**src/core/dccw_pkg.sv**
```systemverilog
// Package with constants and types for the channel control word decoder.
package dccw_pkg;

  // ********************************************************************
  // Register map.
  // ********************************************************************
  localparam logic [3:0]  OFF_SRC_LAST  = 4'h0;
  localparam logic [3:0]  OFF_DST_LAST  = 4'h4;
  localparam logic [3:0]  OFF_CTRL      = 4'h8;
  localparam logic [3:0]  OFF_STATUS    = 4'hC;
  localparam logic [31:0] RST_WORD      = 32'h0000_0000;

  // ********************************************************************
  // Control word field positions.
  // ********************************************************************
  localparam int DST_STEP_HI  = 31;
  localparam int DST_STEP_LO  = 30;
  localparam int DST_WID_HI   = 29;
  localparam int DST_WID_LO   = 28;
  localparam int SRC_STEP_HI  = 27;
  localparam int SRC_STEP_LO  = 26;
  localparam int SRC_WID_HI   = 25;
  localparam int SRC_WID_LO   = 24;
  localparam int ARB_HI       = 17;
  localparam int ARB_LO       = 14;

  // ********************************************************************
  // Encodings.
  // ********************************************************************
  localparam logic [1:0]  STEP_FIXED   = 2'h3;
  localparam logic [1:0]  WID_RSVD     = 2'h3;
  localparam logic [3:0]  ARB_CAP_CODE = 4'hA;
  localparam logic [10:0] ARB_CAP_CNT  = 11'h400;

  // Decoded per-side addressing settings.
  typedef struct packed {
    logic [2:0] step;
    logic [2:0] width;
    logic       fixed;
  } dccw_side_t;

endpackage

```
**src/core/dccw_top.sv**
```systemverilog
// Channel control word decoder with its pointer registers and step logic.
//
// Contract
// - Destination step bits 31:30 give 1, 2 or 4 bytes, or 3 for fixed.
// - A fixed destination uses the destination last pointer for every item.
// - Destination width bits 29:28 give 8, 16 or 32 bits, 3 reserved.
// - Source step bits 27:26 give 1, 2 or 4 bytes, or 3 for fixed.
// - A fixed source reads every item from the source last pointer.
// - Source width bits 25:24 give 8, 16 or 32 bits, 3 reserved.
// - Bits 17:14 are an exponent n giving 2**n transfers per grant.
// - Code 0 gives one transfer per grant and code 1 gives two.
// - Codes 10 to 15 give 1024 transfers per grant.
// - Last pointers are the inclusive last address or the fixed address.
//
// The plain strobed port was decided locally.
`timescale 1ns/1ps
module dccw_top
  import dccw_pkg::*;
(
  input  wire logic        i_clk,
  input  wire logic        i_rst,
  input  wire logic [3:0]  i_addr,
  input  wire logic [31:0] i_wdata,
  input  wire logic        i_wr,
  input  wire logic        i_rd,
  output logic      [31:0] o_rdata,
  input  wire logic        i_start,
  input  wire logic [9:0]  i_item_index,
  output logic      [31:0] o_src_addr,
  output logic      [31:0] o_dst_addr,
  output logic      [2:0]  o_item_bytes,
  output logic      [10:0] o_arb_count,
  output logic             o_cfg_error,
  output logic             o_start_ok
);

  // ********************************************************************
  // Registers.
  // ********************************************************************
  logic [31:0] src_last;
  logic [31:0] dst_last;
  logic [31:0] ctrl;

  // Register write port; bits 23:18 are stored as written.
  always_ff @(posedge i_clk or posedge i_rst) begin
    if (i_rst) begin
      src_last <= RST_WORD;
      dst_last <= RST_WORD;
      ctrl     <= RST_WORD;
    end else if (i_wr) begin
      if (i_addr == OFF_SRC_LAST) src_last <= i_wdata;
      if (i_addr == OFF_DST_LAST) dst_last <= i_wdata;
      if (i_addr == OFF_CTRL)     ctrl     <= i_wdata;
    end
  end

  // ********************************************************************
  // Field decode.
  // ********************************************************************

  // Step code to byte count, zero meaning a fixed address.
  function automatic logic [2:0] step_bytes(input logic [1:0] code);
    unique case (code)
      2'h0: step_bytes = 3'h1;
      2'h1: step_bytes = 3'h2;
      2'h2: step_bytes = 3'h4;
      2'h3: step_bytes = 3'h0;
    endcase
  endfunction

  // Width code to item byte count, zero meaning reserved.
  function automatic logic [2:0] width_bytes(input logic [1:0] code);
    unique case (code)
      2'h0: width_bytes = 3'h1;
      2'h1: width_bytes = 3'h2;
      2'h2: width_bytes = 3'h4;
      2'h3: width_bytes = 3'h0;
    endcase
  endfunction

  wire logic [1:0] dst_step_code = ctrl[DST_STEP_HI:DST_STEP_LO];
  wire logic [1:0] dst_wid_code  = ctrl[DST_WID_HI:DST_WID_LO];
  wire logic [1:0] src_step_code = ctrl[SRC_STEP_HI:SRC_STEP_LO];
  wire logic [1:0] src_wid_code  = ctrl[SRC_WID_HI:SRC_WID_LO];
  wire logic [3:0] arb_code      = ctrl[ARB_HI:ARB_LO];

  dccw_side_t dst_side;
  dccw_side_t src_side;

  // Decoded step, width and fixed flag for each side.
  assign dst_side.step  = step_bytes(dst_step_code);
  assign dst_side.width = width_bytes(dst_wid_code);
  assign dst_side.fixed = (dst_step_code == STEP_FIXED);
  assign src_side.step  = step_bytes(src_step_code);
  assign src_side.width = width_bytes(src_wid_code);
  assign src_side.fixed = (src_step_code == STEP_FIXED);

  // Reserved width on either side is a configuration error.
  wire logic cfg_err = (dst_wid_code == WID_RSVD) ||
                       (src_wid_code == WID_RSVD);

  // Transfers per arbitration grant, capped at 1024.
  wire logic [10:0] arb_cnt = (arb_code >= ARB_CAP_CODE) ? ARB_CAP_CNT
                            : (11'h001 << arb_code);

  // ********************************************************************
  // Address generation.
  // ********************************************************************

  // Offset back from the last address: (count-1-index)*step is not known
  // here, so the engine supplies the remaining-items index directly.
  wire logic [31:0] src_back = {22'h0, i_item_index} * {29'h0, src_side.step};
  wire logic [31:0] dst_back = {22'h0, i_item_index} * {29'h0, dst_side.step};

  // Addresses count down from the inclusive last pointer; fixed stays put.
  wire logic [31:0] next_src = src_last - src_back;
  wire logic [31:0] next_dst = dst_last - dst_back;

  // Registered outputs for the address and arbitration logic.
  always_ff @(posedge i_clk or posedge i_rst) begin
    if (i_rst) begin
      o_src_addr   <= RST_WORD;
      o_dst_addr   <= RST_WORD;
      o_item_bytes <= 3'h0;
      o_arb_count  <= 11'h000;
      o_cfg_error  <= 1'b0;
      o_start_ok   <= 1'b0;
    end else begin
      o_src_addr   <= next_src;
      o_dst_addr   <= next_dst;
      o_item_bytes <= src_side.width;
      o_arb_count  <= arb_cnt;
      o_cfg_error  <= cfg_err;
      o_start_ok   <= i_start && !cfg_err;
    end
  end

  // ********************************************************************
  // Read port.
  // ********************************************************************
  wire logic [31:0] status_word = {28'h0, cfg_err, src_side.fixed,
                                   dst_side.fixed, 1'b0};
  wire logic [31:0] rd_mux =
      (i_addr == OFF_SRC_LAST) ? src_last :
      (i_addr == OFF_DST_LAST) ? dst_last :
      (i_addr == OFF_CTRL)     ? ctrl     :
      (i_addr == OFF_STATUS)   ? status_word : RST_WORD;

  // Read data stands in the cycle after the read strobe only.
  always_ff @(posedge i_clk or posedge i_rst) begin
    if (i_rst) begin
      o_rdata <= RST_WORD;
    end else begin
      o_rdata <= i_rd ? rd_mux : RST_WORD;
    end
  end
endmodule

```
**config.mk**
```make
export PLATFORM = sky130hd
export DESIGN_NAME = dccw_top
export DESIGN_NICKNAME = d
export VERILOG_FILES = /design/src/core/dccw_pkg.sv /design/src/core/dccw_top.sv
export SDC_FILE = /design/constraint.sdc
export NUM_CORES = 1
export LEC_CHECK = 0
export BUFFER_PORTS_ARGS = -buffer_cell sky130_fd_sc_hd__buf_2
export CAP_MARGIN = 30
export CORE_MARGIN = 5
export CORE_UTILIZATION = 58
export DETAILED_ROUTE_END_ITERATION = 10
export PLACE_DENSITY = 0.89
export SETUP_SLACK_MARGIN = 0.3
export SYNTH_ARGS = -nofsm -noshare
export SYNTH_HDL_FRONTEND = slang
export SYNTH_SLANG_ARGS = --single-unit
export TNS_END_PERCENT = 10
```
**constraint.sdc**
```tcl
create_clock -name i_clk -period 7.4 [get_ports i_clk]
set_input_delay 0.37 -clock i_clk [delete_from_list [all_inputs] [get_ports i_clk]]
set_output_delay 0.37 -clock i_clk [all_outputs]
set_load 0.02 [all_outputs]
```
==> results of run 1 <==
[logic make-up (layout without fill, tap and decap cells)]
group	Yosys count	count (layout)	share of synthesized area (%)
AND/OR/NAND/NOR	288	288	12.66
flip-flops	208	208	47.67
AO/OA/AOI/OAI	150	150	9.317
buffers and inverters	146	310	5.100
multiplexers	98	98	10.08
adder cells (fa/ha/maj)	68	68	10.27
XOR/XNOR	61	61	4.893
other	0	3	0
[metrics by stage]
step | utilization, % | hold slack, ns | power [mW] | setup slack, ns
final | 68.58 | 0.03275 | 5.119 | 3.088
after global routing | 68.55 | 0.08712 | 5.452 | 2.754
after CTS | 68.39 | 0.07318 | 5.115 | 3.137
after detailed placement | 64.03 | 0.4821 | 3.867 | 3.182
after global placement | 63.88 | 0.4742 | 3.827 | 3.292
after floorplan | - | 0.4583 | 3.218 | 1.349
[state kept, by name, summed over array words and instances (netlist names)]
register	count
o_rdata	32
o_item_bytes	3
ctrl	32
src_last	32
o_start_ok	1
o_src_addr	32
o_arb_count	11
dst_last	32
o_dst_addr	32
o_cfg_error	1
[power by group]
part | switching, mW | total [mW] | internal (mW) | leakage (nW)
logic | 1.39 | 2.22 | 0.829 | 3.23
clock network | 0.455 | 1.23 | 0.773 | 0.395
registers | 0.227 | 1.67 | 1.44 | 2.60
total | 2.07 | 5.12 | 3.04 | 6.23
[metal layers]
layer | track usage (%) | vias to the layer above | share of wire [%]
met4 | 8.854 | 4 | 3.3
met5 | 0 | - | 0.080
met3 | 5.213 | 83 | 8.1
met1 | 34.87 | 4221 | 39
met2 | 44.75 | 422 | 49
li1 | - | 3766 | -
[cell type report]
type                    instances  area, um2  area share, %
well taps                     234      292.8          2.290
diodes                          3      7.507        0.05872
repair buffers                170      910.9          7.125
clock inverters                10      185.2          1.448
multi-input cells             665       5169          40.43
clock buffers                  29      628.1          4.913
flip-flops and latches        208       5205          40.71
inverters                     101      386.6          3.024
[worst max-delay path, stage by stage, from the launching register on]
cell       delay [ns]
dfrtp_1          0.47
nor2b_1          0.61
nand2_1          0.17
fa_1             0.56
inv_1            0.05
fa_1             0.50
inv_1            0.04
ha_1             0.36
a21oi_1          0.29
nand3b_1         0.13
o21ai_2          0.23
o21ai_2          0.14
a2111oi_1        0.51
xor2_1           0.18
[cells in the final DEF (no fill, tap or decap), drive strengths merged, types with 8 or more instances in the layout]
cell / Yosys / final
mux2: 96 / 96
clkbuf: 37 / 29
a21o: 11 / 11
dfrtp: 208 / 208
a21oi: 30 / 30
or3: 8 / 8
xnor2: 30 / 30
and2: 20 / 20
nand4: 8 / 8
nand3: 14 / 14
xor2: 31 / 31
nor2: 90 / 90
inv: 101 / 101
ha: 32 / 32
a22oi: 29 / 29
fa: 36 / 36
o21ai: 19 / 19
buf: 8 / 170
nor2b: 9 / 9
a31oi: 28 / 28
nor4: 11 / 11
nand2: 78 / 78
nor3: 26 / 26
[how the worst max path moves through the flow]
| stage | slack, ns | endpoint | cells past startpoint |
|---|---|---|---|
| 3_3_place_gp | 3.29 | o_dst_addr[24]$_DFF_PP0_ | 13 |
| 5_1_grt | 2.75 | o_dst_addr[28]$_DFF_PP0_ | 13 |
| 4_1_cts | 3.14 | o_dst_addr[25]$_DFF_PP0_ | 13 |
| 6_report | 3.09 | o_dst_addr[25]$_DFF_PP0_ | 13 |
| 2_1_floorplan | 1.35 | ctrl[0]$_DFFE_PP0P_ | 1 |
| 3_5_place_dp | 3.18 | o_dst_addr[25]$_DFF_PP0_ | 13 |
==> results.json, run 1 <==
{
  "wl_um": 28900,
  "final_area_mm2": 0.01278,
  "antenna_left": 0,
  "dp.cells": 1377,
  "power.density_mw_per_mm2": 400.4,
  "rows": 50,
  "fin_crit_sh_pct": 58.28,
  "r2r_cells": 13,
  "setup_viol_count_final": 0,
  "status": "completed",
  "timing.setup.tns_ns": 0,
  "place_congestion": 0.8946,
  "start_kind": "flop",
  "drive_above_1_share_pct": 21.05,
  "maxClockFrequency_mhz": 231.9,
  "place_area_mm2": 0.01194,
  "synth_cell_types": 62,
  "ys_ff_latch": 208,
  "synthFlopType": "dfrtp_1",
  "crit_path_max_fanout": 10,
  "io_buffer_count": 162,
  "max_cap_viol_count": 0,
  "synth-seq-area-share_pct": 47.67,
  "synth_nets": 1138,
  "critPathLaunch": "ctrl[31]$_DFFE_PP0P_",
  "reg2reg_slack_ns": 3.09,
  "grt_pass1_wl_um": 46530,
  "die_w_um": 147.2,
  "reg2reg_from": "ctrl[31]$_DFFE_PP0P_",
  "tightest_slew_ns": 0.9367,
  "syn_area_per_cell_um2": 10.71,
  "core-area_mm2": 0.01864,
  "grt_max_degree": 128,
  "cts.reportedPaths.clkPinSlew_ns": 0.06,
  "relSlewSlack_pct": 37.33,
  "async_reset_ff_share_pct": 100.0,
  "worstHoldPathType": "in -> async",
  "synthTopCellsByCount": "208 x dfrtp_1, 101 x inv_1, 89 x nor2_1",
  "synth-edff-count": 0,
  "cts_tree": "done",
  "cts.path.max_buffers": 3,
  "clockRootBuffer": "clkbuf_16",
  "initial_utilization_pct": 58.56,
  "vdd_drop_max_uv": 233.1,
  "skew_ns": 0.01543,
  "end_kind": "flop",
  "clk_latency_ns": 0.51,
  "netlist.area_leader.share_pct": 47.67,
  "ctsHoldBuffers": 0,
  "min_period_ns": 4.312,
  "ios": 163,
  "cp.required_ns": 7.82,
  "syn-cell-area_mm2": 0.01092,
  "grtUsageTotal_pct": 26.59,
  "chipHeight_um": 147.2,
  "dp_hpwl_um": 20480,
  "p_leak_nw": 6.227,
  "yosys_warnings": 0,
  "synth_top_area_cell": "dfrtp_1",
  "hold_violations": 0,
  "maxSlewViolCount": 0,
  "rsz0062_at_grt": "no",
  "synth.most_common_cell": "dfrtp_1",
  "fin_cells": 1420,
  "crit_type": "reg -> reg",
  "nFillCells": 1312,
  "dr.pass1.iters": 7,
  "r2r-end": "o_dst_addr[25]$_DFF_PP0_",
  "arrival_ns": 4.74,
  "numClockSinks": 208,
  "drc_errors": 0,
  "syn_inst": 1019,
  "cts_resized": 0,
  "fp.dieArea_mm2": 0.02167,
  "vias": 8496,
  "cts-buffers-inserted": 23,
  "drtIter0Drc": 668,
  "nets": 1288,
  "area_delta_synth_final_pct": 17.10,
  "antenna_found_initial": 3,
  "synth_area_leaders": "dfrtp_1 48%, mux2_1 7.0%, fa_1 6.6%",
  "avgRoutedWirePerCell_um": 20.35,
  "htreeDepth": 1,
  "via_per_inst": 5.983,
  "postCtsSetupBuffers": 0,
  "gr-total-overflow": 0,
  "grt_pass1_vias": 8772
}
No activity file was read; power rests on OpenSTA's default activity.
==> inputs of run 2 (changes only) <==
--- a/config.mk
+++ b/config.mk
@@ -8,9 +8,9 @@
 export BUFFER_PORTS_ARGS = -buffer_cell sky130_fd_sc_hd__buf_2
 export CAP_MARGIN = 30
 export CORE_MARGIN = 5
-export CORE_UTILIZATION = 58
+export CORE_UTILIZATION = 52
 export DETAILED_ROUTE_END_ITERATION = 10
-export PLACE_DENSITY = 0.89
+export PLACE_DENSITY = 0.85
 export SETUP_SLACK_MARGIN = 0.3
 export SYNTH_ARGS = -nofsm -noshare
 export SYNTH_HDL_FRONTEND = slang
==> constraint.sdc (replaced) <==
create_clock -name i_clk -period 3.6 [get_ports i_clk]
set_input_delay 0.18 -clock i_clk [delete_from_list [all_inputs] [get_ports i_clk]]
set_output_delay 0.18 -clock i_clk [all_outputs]
set_load 0.02 [all_outputs]
==> run 2 against run 1 <==
Net effect: register-to-register slack got worse by 3.2 ns; via count rose by 8.6%; sequential share of layout area fell by 5.2 points; largest cell class is now multi-input gates; die area rose by 11%; the run now ends with negative setup slack left; clock skew fell by 0.0026 ns; cell count rose by 12%; worst hold slack got worse by 0.031 ns; setup slack got worse by 3.2 ns; critical path type unchanged.
==> results.json, run 2 (same netlist as run 1, synthesis figures left out) <==
{
  "status": "complete, but fails checks",
  "violations": "negative setup slack",
  "drc_errors": 0,
  "r2r_cells": 15,
  "htreeDepth": 1,
  "dp_hpwl_um": 21840,
  "wl_um": 33960,
  "crit_type": "reg -> reg",
  "setup_viol_count_final": 4,
  "cts.reportedPaths.clkPinSlew_ns": 0.07,
  "core-area_mm2": 0.02082,
  "final_area_mm2": 0.01469,
  "avgRoutedWirePerCell_um": 21.37,
  "final_common_cell": "dfrtp_1",
  "ios": 163,
  "tightest_slew_ns": 1.094,
  "chipHeight_um": 154.9,
  "fin_crit_sh_pct": 102.2,
  "r2r-end": "o_dst_addr[17]$_DFF_PP0_",
  "antenna_left": 0,
  "grt_max_degree": 209,
  "skew_ns": 0.01285,
  "cp_slowest_cell": "fa_1",
  "fin_cells": 1589,
  "place_area_mm2": 0.01252,
  "cp.required_ns": 3.99,
  "rsz0062_at_grt": "yes",
  "via_per_inst": 5.808,
  "reg2reg_slack_ns": -0.08,
  "grtUsageTotal_pct": 27.00,
  "maxClockFrequency_mhz": 271.9,
  "final_cell_mix": "204 x dfrtp_1, 164 x buf_2, 87 x inv_1",
  "cts-buffers-inserted": 23,
  "grt_pass1_vias": 9578,
  "io_buffer_count": 162,
  "path_cells": "nor2b_4, buf_6, nand2_1, fa_1, inv_1, fa_1, inv_2, ha_4, nand2_1, a311oi_2, o21ai_2, o21ai_2, buf_6, a211oi_2, xor2_1",
  "dp.cells": 1487,
  "vdd_drop_max_uv": 505.1,
  "start_kind": "flop",
  "die_w_um": 154.9,
  "vias": 9229,
  "fp.dieArea_mm2": 0.02399,
  "hold_violations": 0,
  "crit_path_max_fanout": 5,
  "area_delta_synth_final_pct": 34.53,
  "gr-total-overflow": 0,
  "final_util_pct": 70.54,
  "end_kind": "flop",
  "initial_utilization_pct": 52.43,
  "max_cap_viol_count": 0,
  "drtIter0Drc": 766,
  "cts.path.max_buffers": 3,
  "relSlewSlack_pct": 27.08,
  "worst_slack_ns": -0.07825,
  "place_congestion": 0.9209,
  "cts_tree": "done",
  "antenna_found_initial": 3,
  "drive_above_1_share_pct": 35.09,
  "power.density_mw_per_mm2": 893.2,
  "clockRootBuffer": "clkbuf_16",
  "worstHoldPathType": "in -> async",
  "numClockSinks": 208,
  "reg2reg_from": "ctrl[30]$_DFFE_PP0P_",
  "arrival_ns": 4.07,
  "rows": 53,
  "hold_slack_ns": 0.001776,
  "min_period_ns": 3.678,
  "maxSlewViolCount": 0,
  "clk_latency_ns": 0.52,
  "dr.pass1.iters": 8,
  "nets": 1414,
  "p_leak_nw": 6.923,
  "max_stage_delay_ns": 0.51,
  "grt_pass1_wl_um": 51710
}
==> run 2: cell count changes in the layout (fill, tap and decap cells not counted), sizes merged <==
cell         change
buf             +92
bufinv           +1
clkbuf           +1
clkinv           -2
clkinvlp         +2
dlygate4sd3     +34
==> run 2: worst max-delay path: cells and delay by family, from the launching register on <==
family	cells	cell delay, ns
fa+ha+maj	3	1.30
buf+inv	4	0.43
flops	1	0.44
simple gates	3	0.38
compound gates	4	0.82
xor+xnor	1	0.20
==> run 2: cell type report <==
cell class              count  area [um2]
inverters                 101       382.9
fillers                  1334        6135
multi-input cells         665        5908
repair buffers            296        1993
diodes                      3       7.507
clock buffers              30       621.8
well taps                 275       344.1
flip-flops and latches    208        5210
clock inverters            11       220.2
==> run 2: repair_timing <==
action,in CTS,in global routing
hold buffers,34,0
endpoints found under the hold margin,99,0
cloned,3,0
pin swaps,61,53
buffers inserted,18,3
gates resized for setup,111,61
endpoints found under the setup margin,46,50
==> run 2: through the flow <==
stage                     setup WS (ns)  power (mW)  TNS [ns]
after CTS                        0.1532       12.49         0
after global routing            -0.1449       13.83   -0.8446
after global placement         -0.01618       8.607  -0.05269
after floorplan                 -0.1068       6.616   -0.1068
after detailed placement        -0.1396       8.742   -0.9049
final                          -0.07825       13.12   -0.1634
==> run 2: report_power, final <==
group	internal (mW)	switching, mW	total, mW
Combinational	3.21	3.79	6.99
Sequential	2.97	0.531	3.50
Clock	1.65	0.974	2.63
==> run 2: worst max path at each step <==
| stage | depth (start not counted) | startpoint | endpoint | slack (ns) |
|---|---|---|---|---|
| 4_1_cts | 17 | ctrl[26]$_DFFE_PP0P_ | o_src_addr[18]$_DFF_PP0_ | 0.15 |
| 5_1_grt | 15 | ctrl[30]$_DFFE_PP0P_ | o_dst_addr[17]$_DFF_PP0_ | -0.14 |
| 3_3_place_gp | 14 | ctrl[31]$_DFFE_PP0P_ | o_dst_addr[17]$_DFF_PP0_ | -0.02 |
| 3_5_place_dp | 14 | ctrl[31]$_DFFE_PP0P_ | o_dst_addr[29]$_DFF_PP0_ | -0.14 |
| 2_1_floorplan | 14 | ctrl[31]$_DFFE_PP0P_ | o_dst_addr[25]$_DFF_PP0_ | -0.11 |
| 6_report | 15 | ctrl[30]$_DFFE_PP0P_ | o_dst_addr[17]$_DFF_PP0_ | -0.08 |
==> run 2: per-layer routing <==
layer / global-route usage (%) / wire, um / vias to the layer above
li1: - / - / 4026
met1: 33.13 / 12410 / 4575
met2: 46.41 / 17100 / 480
met3: 4.951 / 2624 / 148
met4: 12.49 / 1829 / 0
met5: 0 / 0 / -
==> inputs of run 3 (changes only) <==
--- a/config.mk
+++ b/config.mk
@@ -7,8 +7,9 @@
 export LEC_CHECK = 0
 export BUFFER_PORTS_ARGS = -buffer_cell sky130_fd_sc_hd__buf_2
 export CAP_MARGIN = 30
-export CORE_MARGIN = 5
-export CORE_UTILIZATION = 52
+export CELL_PAD_IN_SITES_DETAIL_PLACEMENT = 1
+export CELL_PAD_IN_SITES_GLOBAL_PLACEMENT = 1
+export CORE_UTILIZATION = 41
 export DETAILED_ROUTE_END_ITERATION = 10
 export PLACE_DENSITY = 0.85
 export SETUP_SLACK_MARGIN = 0.3
==> run 3 against run 2 <==
Net effect: the run ends with design-rule violations, negative setup slack left; critical path depth is the same; sequential power barely moved; clock power shrank 2%; first-iteration DRC count decreased by 5.6%; sequential cell count did not move; wire length increased by 16%; core utilization decreased by 15 points; maximum frequency barely moved; setup slack better by 0.0014 ns; register-to-register slack about the same; largest cell class unchanged; largest power group unchanged; highest routed layer unchanged.
==> results.json, run 3 (same netlist as run 1, synthesis figures left out) <==
{
  "min_period_ns": 3.677,
  "ios": 163,
  "cts_tree": "done",
  "core-area_mm2": 0.02606,
  "vias": 9352,
  "clockRootBuffer": "clkbuf_16",
  "vdd_drop_max_uv": 621.5,
  "violations": "design-rule violations, negative setup slack",
  "drc_errors": 1,
  "wl_um": 39480,
  "max_cap_viol_count": 0,
  "grtUsageTotal_pct": 28.64,
  "die_w_um": 165.2,
  "p_leak_nw": 6.819,
  "dp_hpwl_um": 24730,
  "numClockSinks": 208,
  "crit_type": "reg -> reg",
  "rsz0062_at_grt": "yes",
  "fin_crit_sh_pct": 102.1,
  "drtIter0Drc": 723,
  "worst_slack_ns": -0.07687,
  "cts.reportedPaths.clkPinSlew_ns": 0.06,
  "fp.dieArea_mm2": 0.02729,
  "final_cell_mix": "204 x dfrtp_1, 163 x buf_2, 95 x inv_1",
  "maxClockFrequency_mhz": 272.0,
  "power.density_mw_per_mm2": 910.4,
  "chipHeight_um": 165.2,
  "clk_latency_ns": 0.55,
  "r2r-end": "o_dst_addr[13]$_DFF_PP0_",
  "reg2reg_slack_ns": -0.08,
  "gr-total-overflow": 0,
  "io_buffer_count": 162,
  "crit_path_max_fanout": 6,
  "worstHoldPathType": "in -> reg",
  "hold_violations": 0,
  "htreeDepth": 1,
  "max_stage_delay_ns": 0.51,
  "final_util_pct": 55.89,
  "r2r_cells": 15,
  "cp_slowest_cell": "fa_1",
  "antenna_left": 0,
  "hp-start": "i_addr[2]",
  "path_cells": "nor2b_4, buf_6, nand2_2, fa_1, inv_1, fa_1, inv_2, ha_4, nor2_2, a311oi_2, o21ai_4, o21ai_2, buf_4, a21oi_1, xor2_1",
  "nets": 1395,
  "rows": 59,
  "tightest_slew_ns": 0.8996,
  "initial_utilization_pct": 41.90,
  "holdPathStages": 3,
  "maxSlewViolCount": 0,
  "avgRoutedWirePerCell_um": 24.21,
  "grt_max_degree": 163,
  "start_kind": "flop",
  "drive_above_1_share_pct": 33.10,
  "grt_pass1_vias": 9986,
  "setup_viol_count_final": 9,
  "finalPower_mw": 13.26,
  "grt_pass1_wl_um": 58550,
  "status": "complete, but fails checks",
  "antenna_found_initial": 4,
  "end_kind": "flop",
  "relSlewSlack_pct": 40.03,
  "reg2reg_from": "ctrl[30]$_DFFE_PP0P_",
  "area_delta_synth_final_pct": 33.41,
  "hold-path-endpoint": "o_rdata[3]$_DFF_PP0_",
  "cts-buffers-inserted": 23,
  "cp.required_ns": 4.02,
  "timing.setup.tns_ns": -0.3389,
  "skew_ns": 0.01456,
  "crit_top_cell": "fa_1",
  "place_congestion": 0.8510,
  "dr.pass1.iters": 8,
  "cts.path.max_buffers": 3,
  "final_common_cell": "dfrtp_1",
  "via_per_inst": 5.734,
  "arrival_ns": 4.09
}
## run 3: cell count changes in the layout (fill, tap and decap cells not counted), moves of 4 or more
cell	change
nand2_1	+5
nand2_2	-5
o21ai_2	-4
inv_1	+8
buf_6	-10
buf_4	-7
inv_2	-8
## run 3: metrics by stage
| stage | instance area, um2 | hold slack [ns] | worst slack (ns) | std cells |
|---|---|---|---|---|
| finish | 14570 | 0.3394 | -0.07687 | 1631 |
| global route | 14560 | 0.2996 | -0.1807 | 1629 |
| CTS | 14110 | 0.2295 | 0.06293 | 1627 |
| detailed placement | 12510 | 0.3998 | -0.2046 | 1540 |
| global placement | 12510 | 0.3914 | -0.1134 | 1540 |
| floorplan | 10920 | 0.2862 | -0.1068 | 1019 |
## run 3: final cells by class
cell class	count	area, um2
antenna	3	7.507
clock buffer	33	653.1
clock inverter	9	162.7
fill	2767	11490
inverter	101	382.9
multi-input combinational	665	5939
sequential	208	5210
tap	335	419.2
timing repair buffer	277	1790
## run 3: power by group
| group | switching [mW] | leakage [nW] | internal [mW] | total [mW] |
|---|---|---|---|---|
| Sequential | 0.550 | 2.60 | 2.97 | 3.52 |
| Combinational | 4.07 | 3.83 | 3.10 | 7.17 |
| Clock | 1.01 | 0.397 | 1.56 | 2.57 |
| Total | 5.63 | 6.82 | 7.63 | 13.3 |
## run 3: critical path, delay by kind of cell (launching register included)
kind | cells | cell delay [ns]
simple gates | 3 | 0.38
compound gates | 4 | 0.80
xor+xnor | 1 | 0.14
buf+inv | 4 | 0.46
fa+ha+maj | 3 | 1.31
flops | 1 | 0.45
## run 3: metal layers
layer	share of wire [%]	routed length, um	vias up	GRT usage [%]
li1	-	-	3986	-
met1	38	15160	4863	35.07
met2	51	20180	383	50.11
met3	6.0	2384	120	4.271
met4	4.4	1755	0	12.09
met5	0	0	-	0
## run 3: timing repair
item	in CTS	in global routing
setup buffers	9	1
pin swaps	32	41
cloned	1	0
setup endpoints to repair	47	53
endpoints found under the hold margin	296	0
gates resized for setup	72	77
hold buffers	35	0
## run 3: worst max path at each step
| stage | from | endpoint | slack (ns) | cells past startpoint |
|---|---|---|---|---|
| detailed placement | ctrl[30]$_DFFE_PP0P_ | o_dst_addr[28]$_DFF_PP0_ | -0.20 | 14 |
| global route | ctrl[30]$_DFFE_PP0P_ | o_dst_addr[17]$_DFF_PP0_ | -0.18 | 15 |
| finish | ctrl[30]$_DFFE_PP0P_ | o_dst_addr[13]$_DFF_PP0_ | -0.08 | 15 |
| floorplan | ctrl[31]$_DFFE_PP0P_ | o_dst_addr[25]$_DFF_PP0_ | -0.11 | 14 |
| global placement | ctrl[31]$_DFFE_PP0P_ | o_dst_addr[28]$_DFF_PP0_ | -0.11 | 14 |
| CTS | ctrl[27]$_DFFE_PP0P_ | o_src_addr[27]$_DFF_PP0_ | 0.06 | 15 |
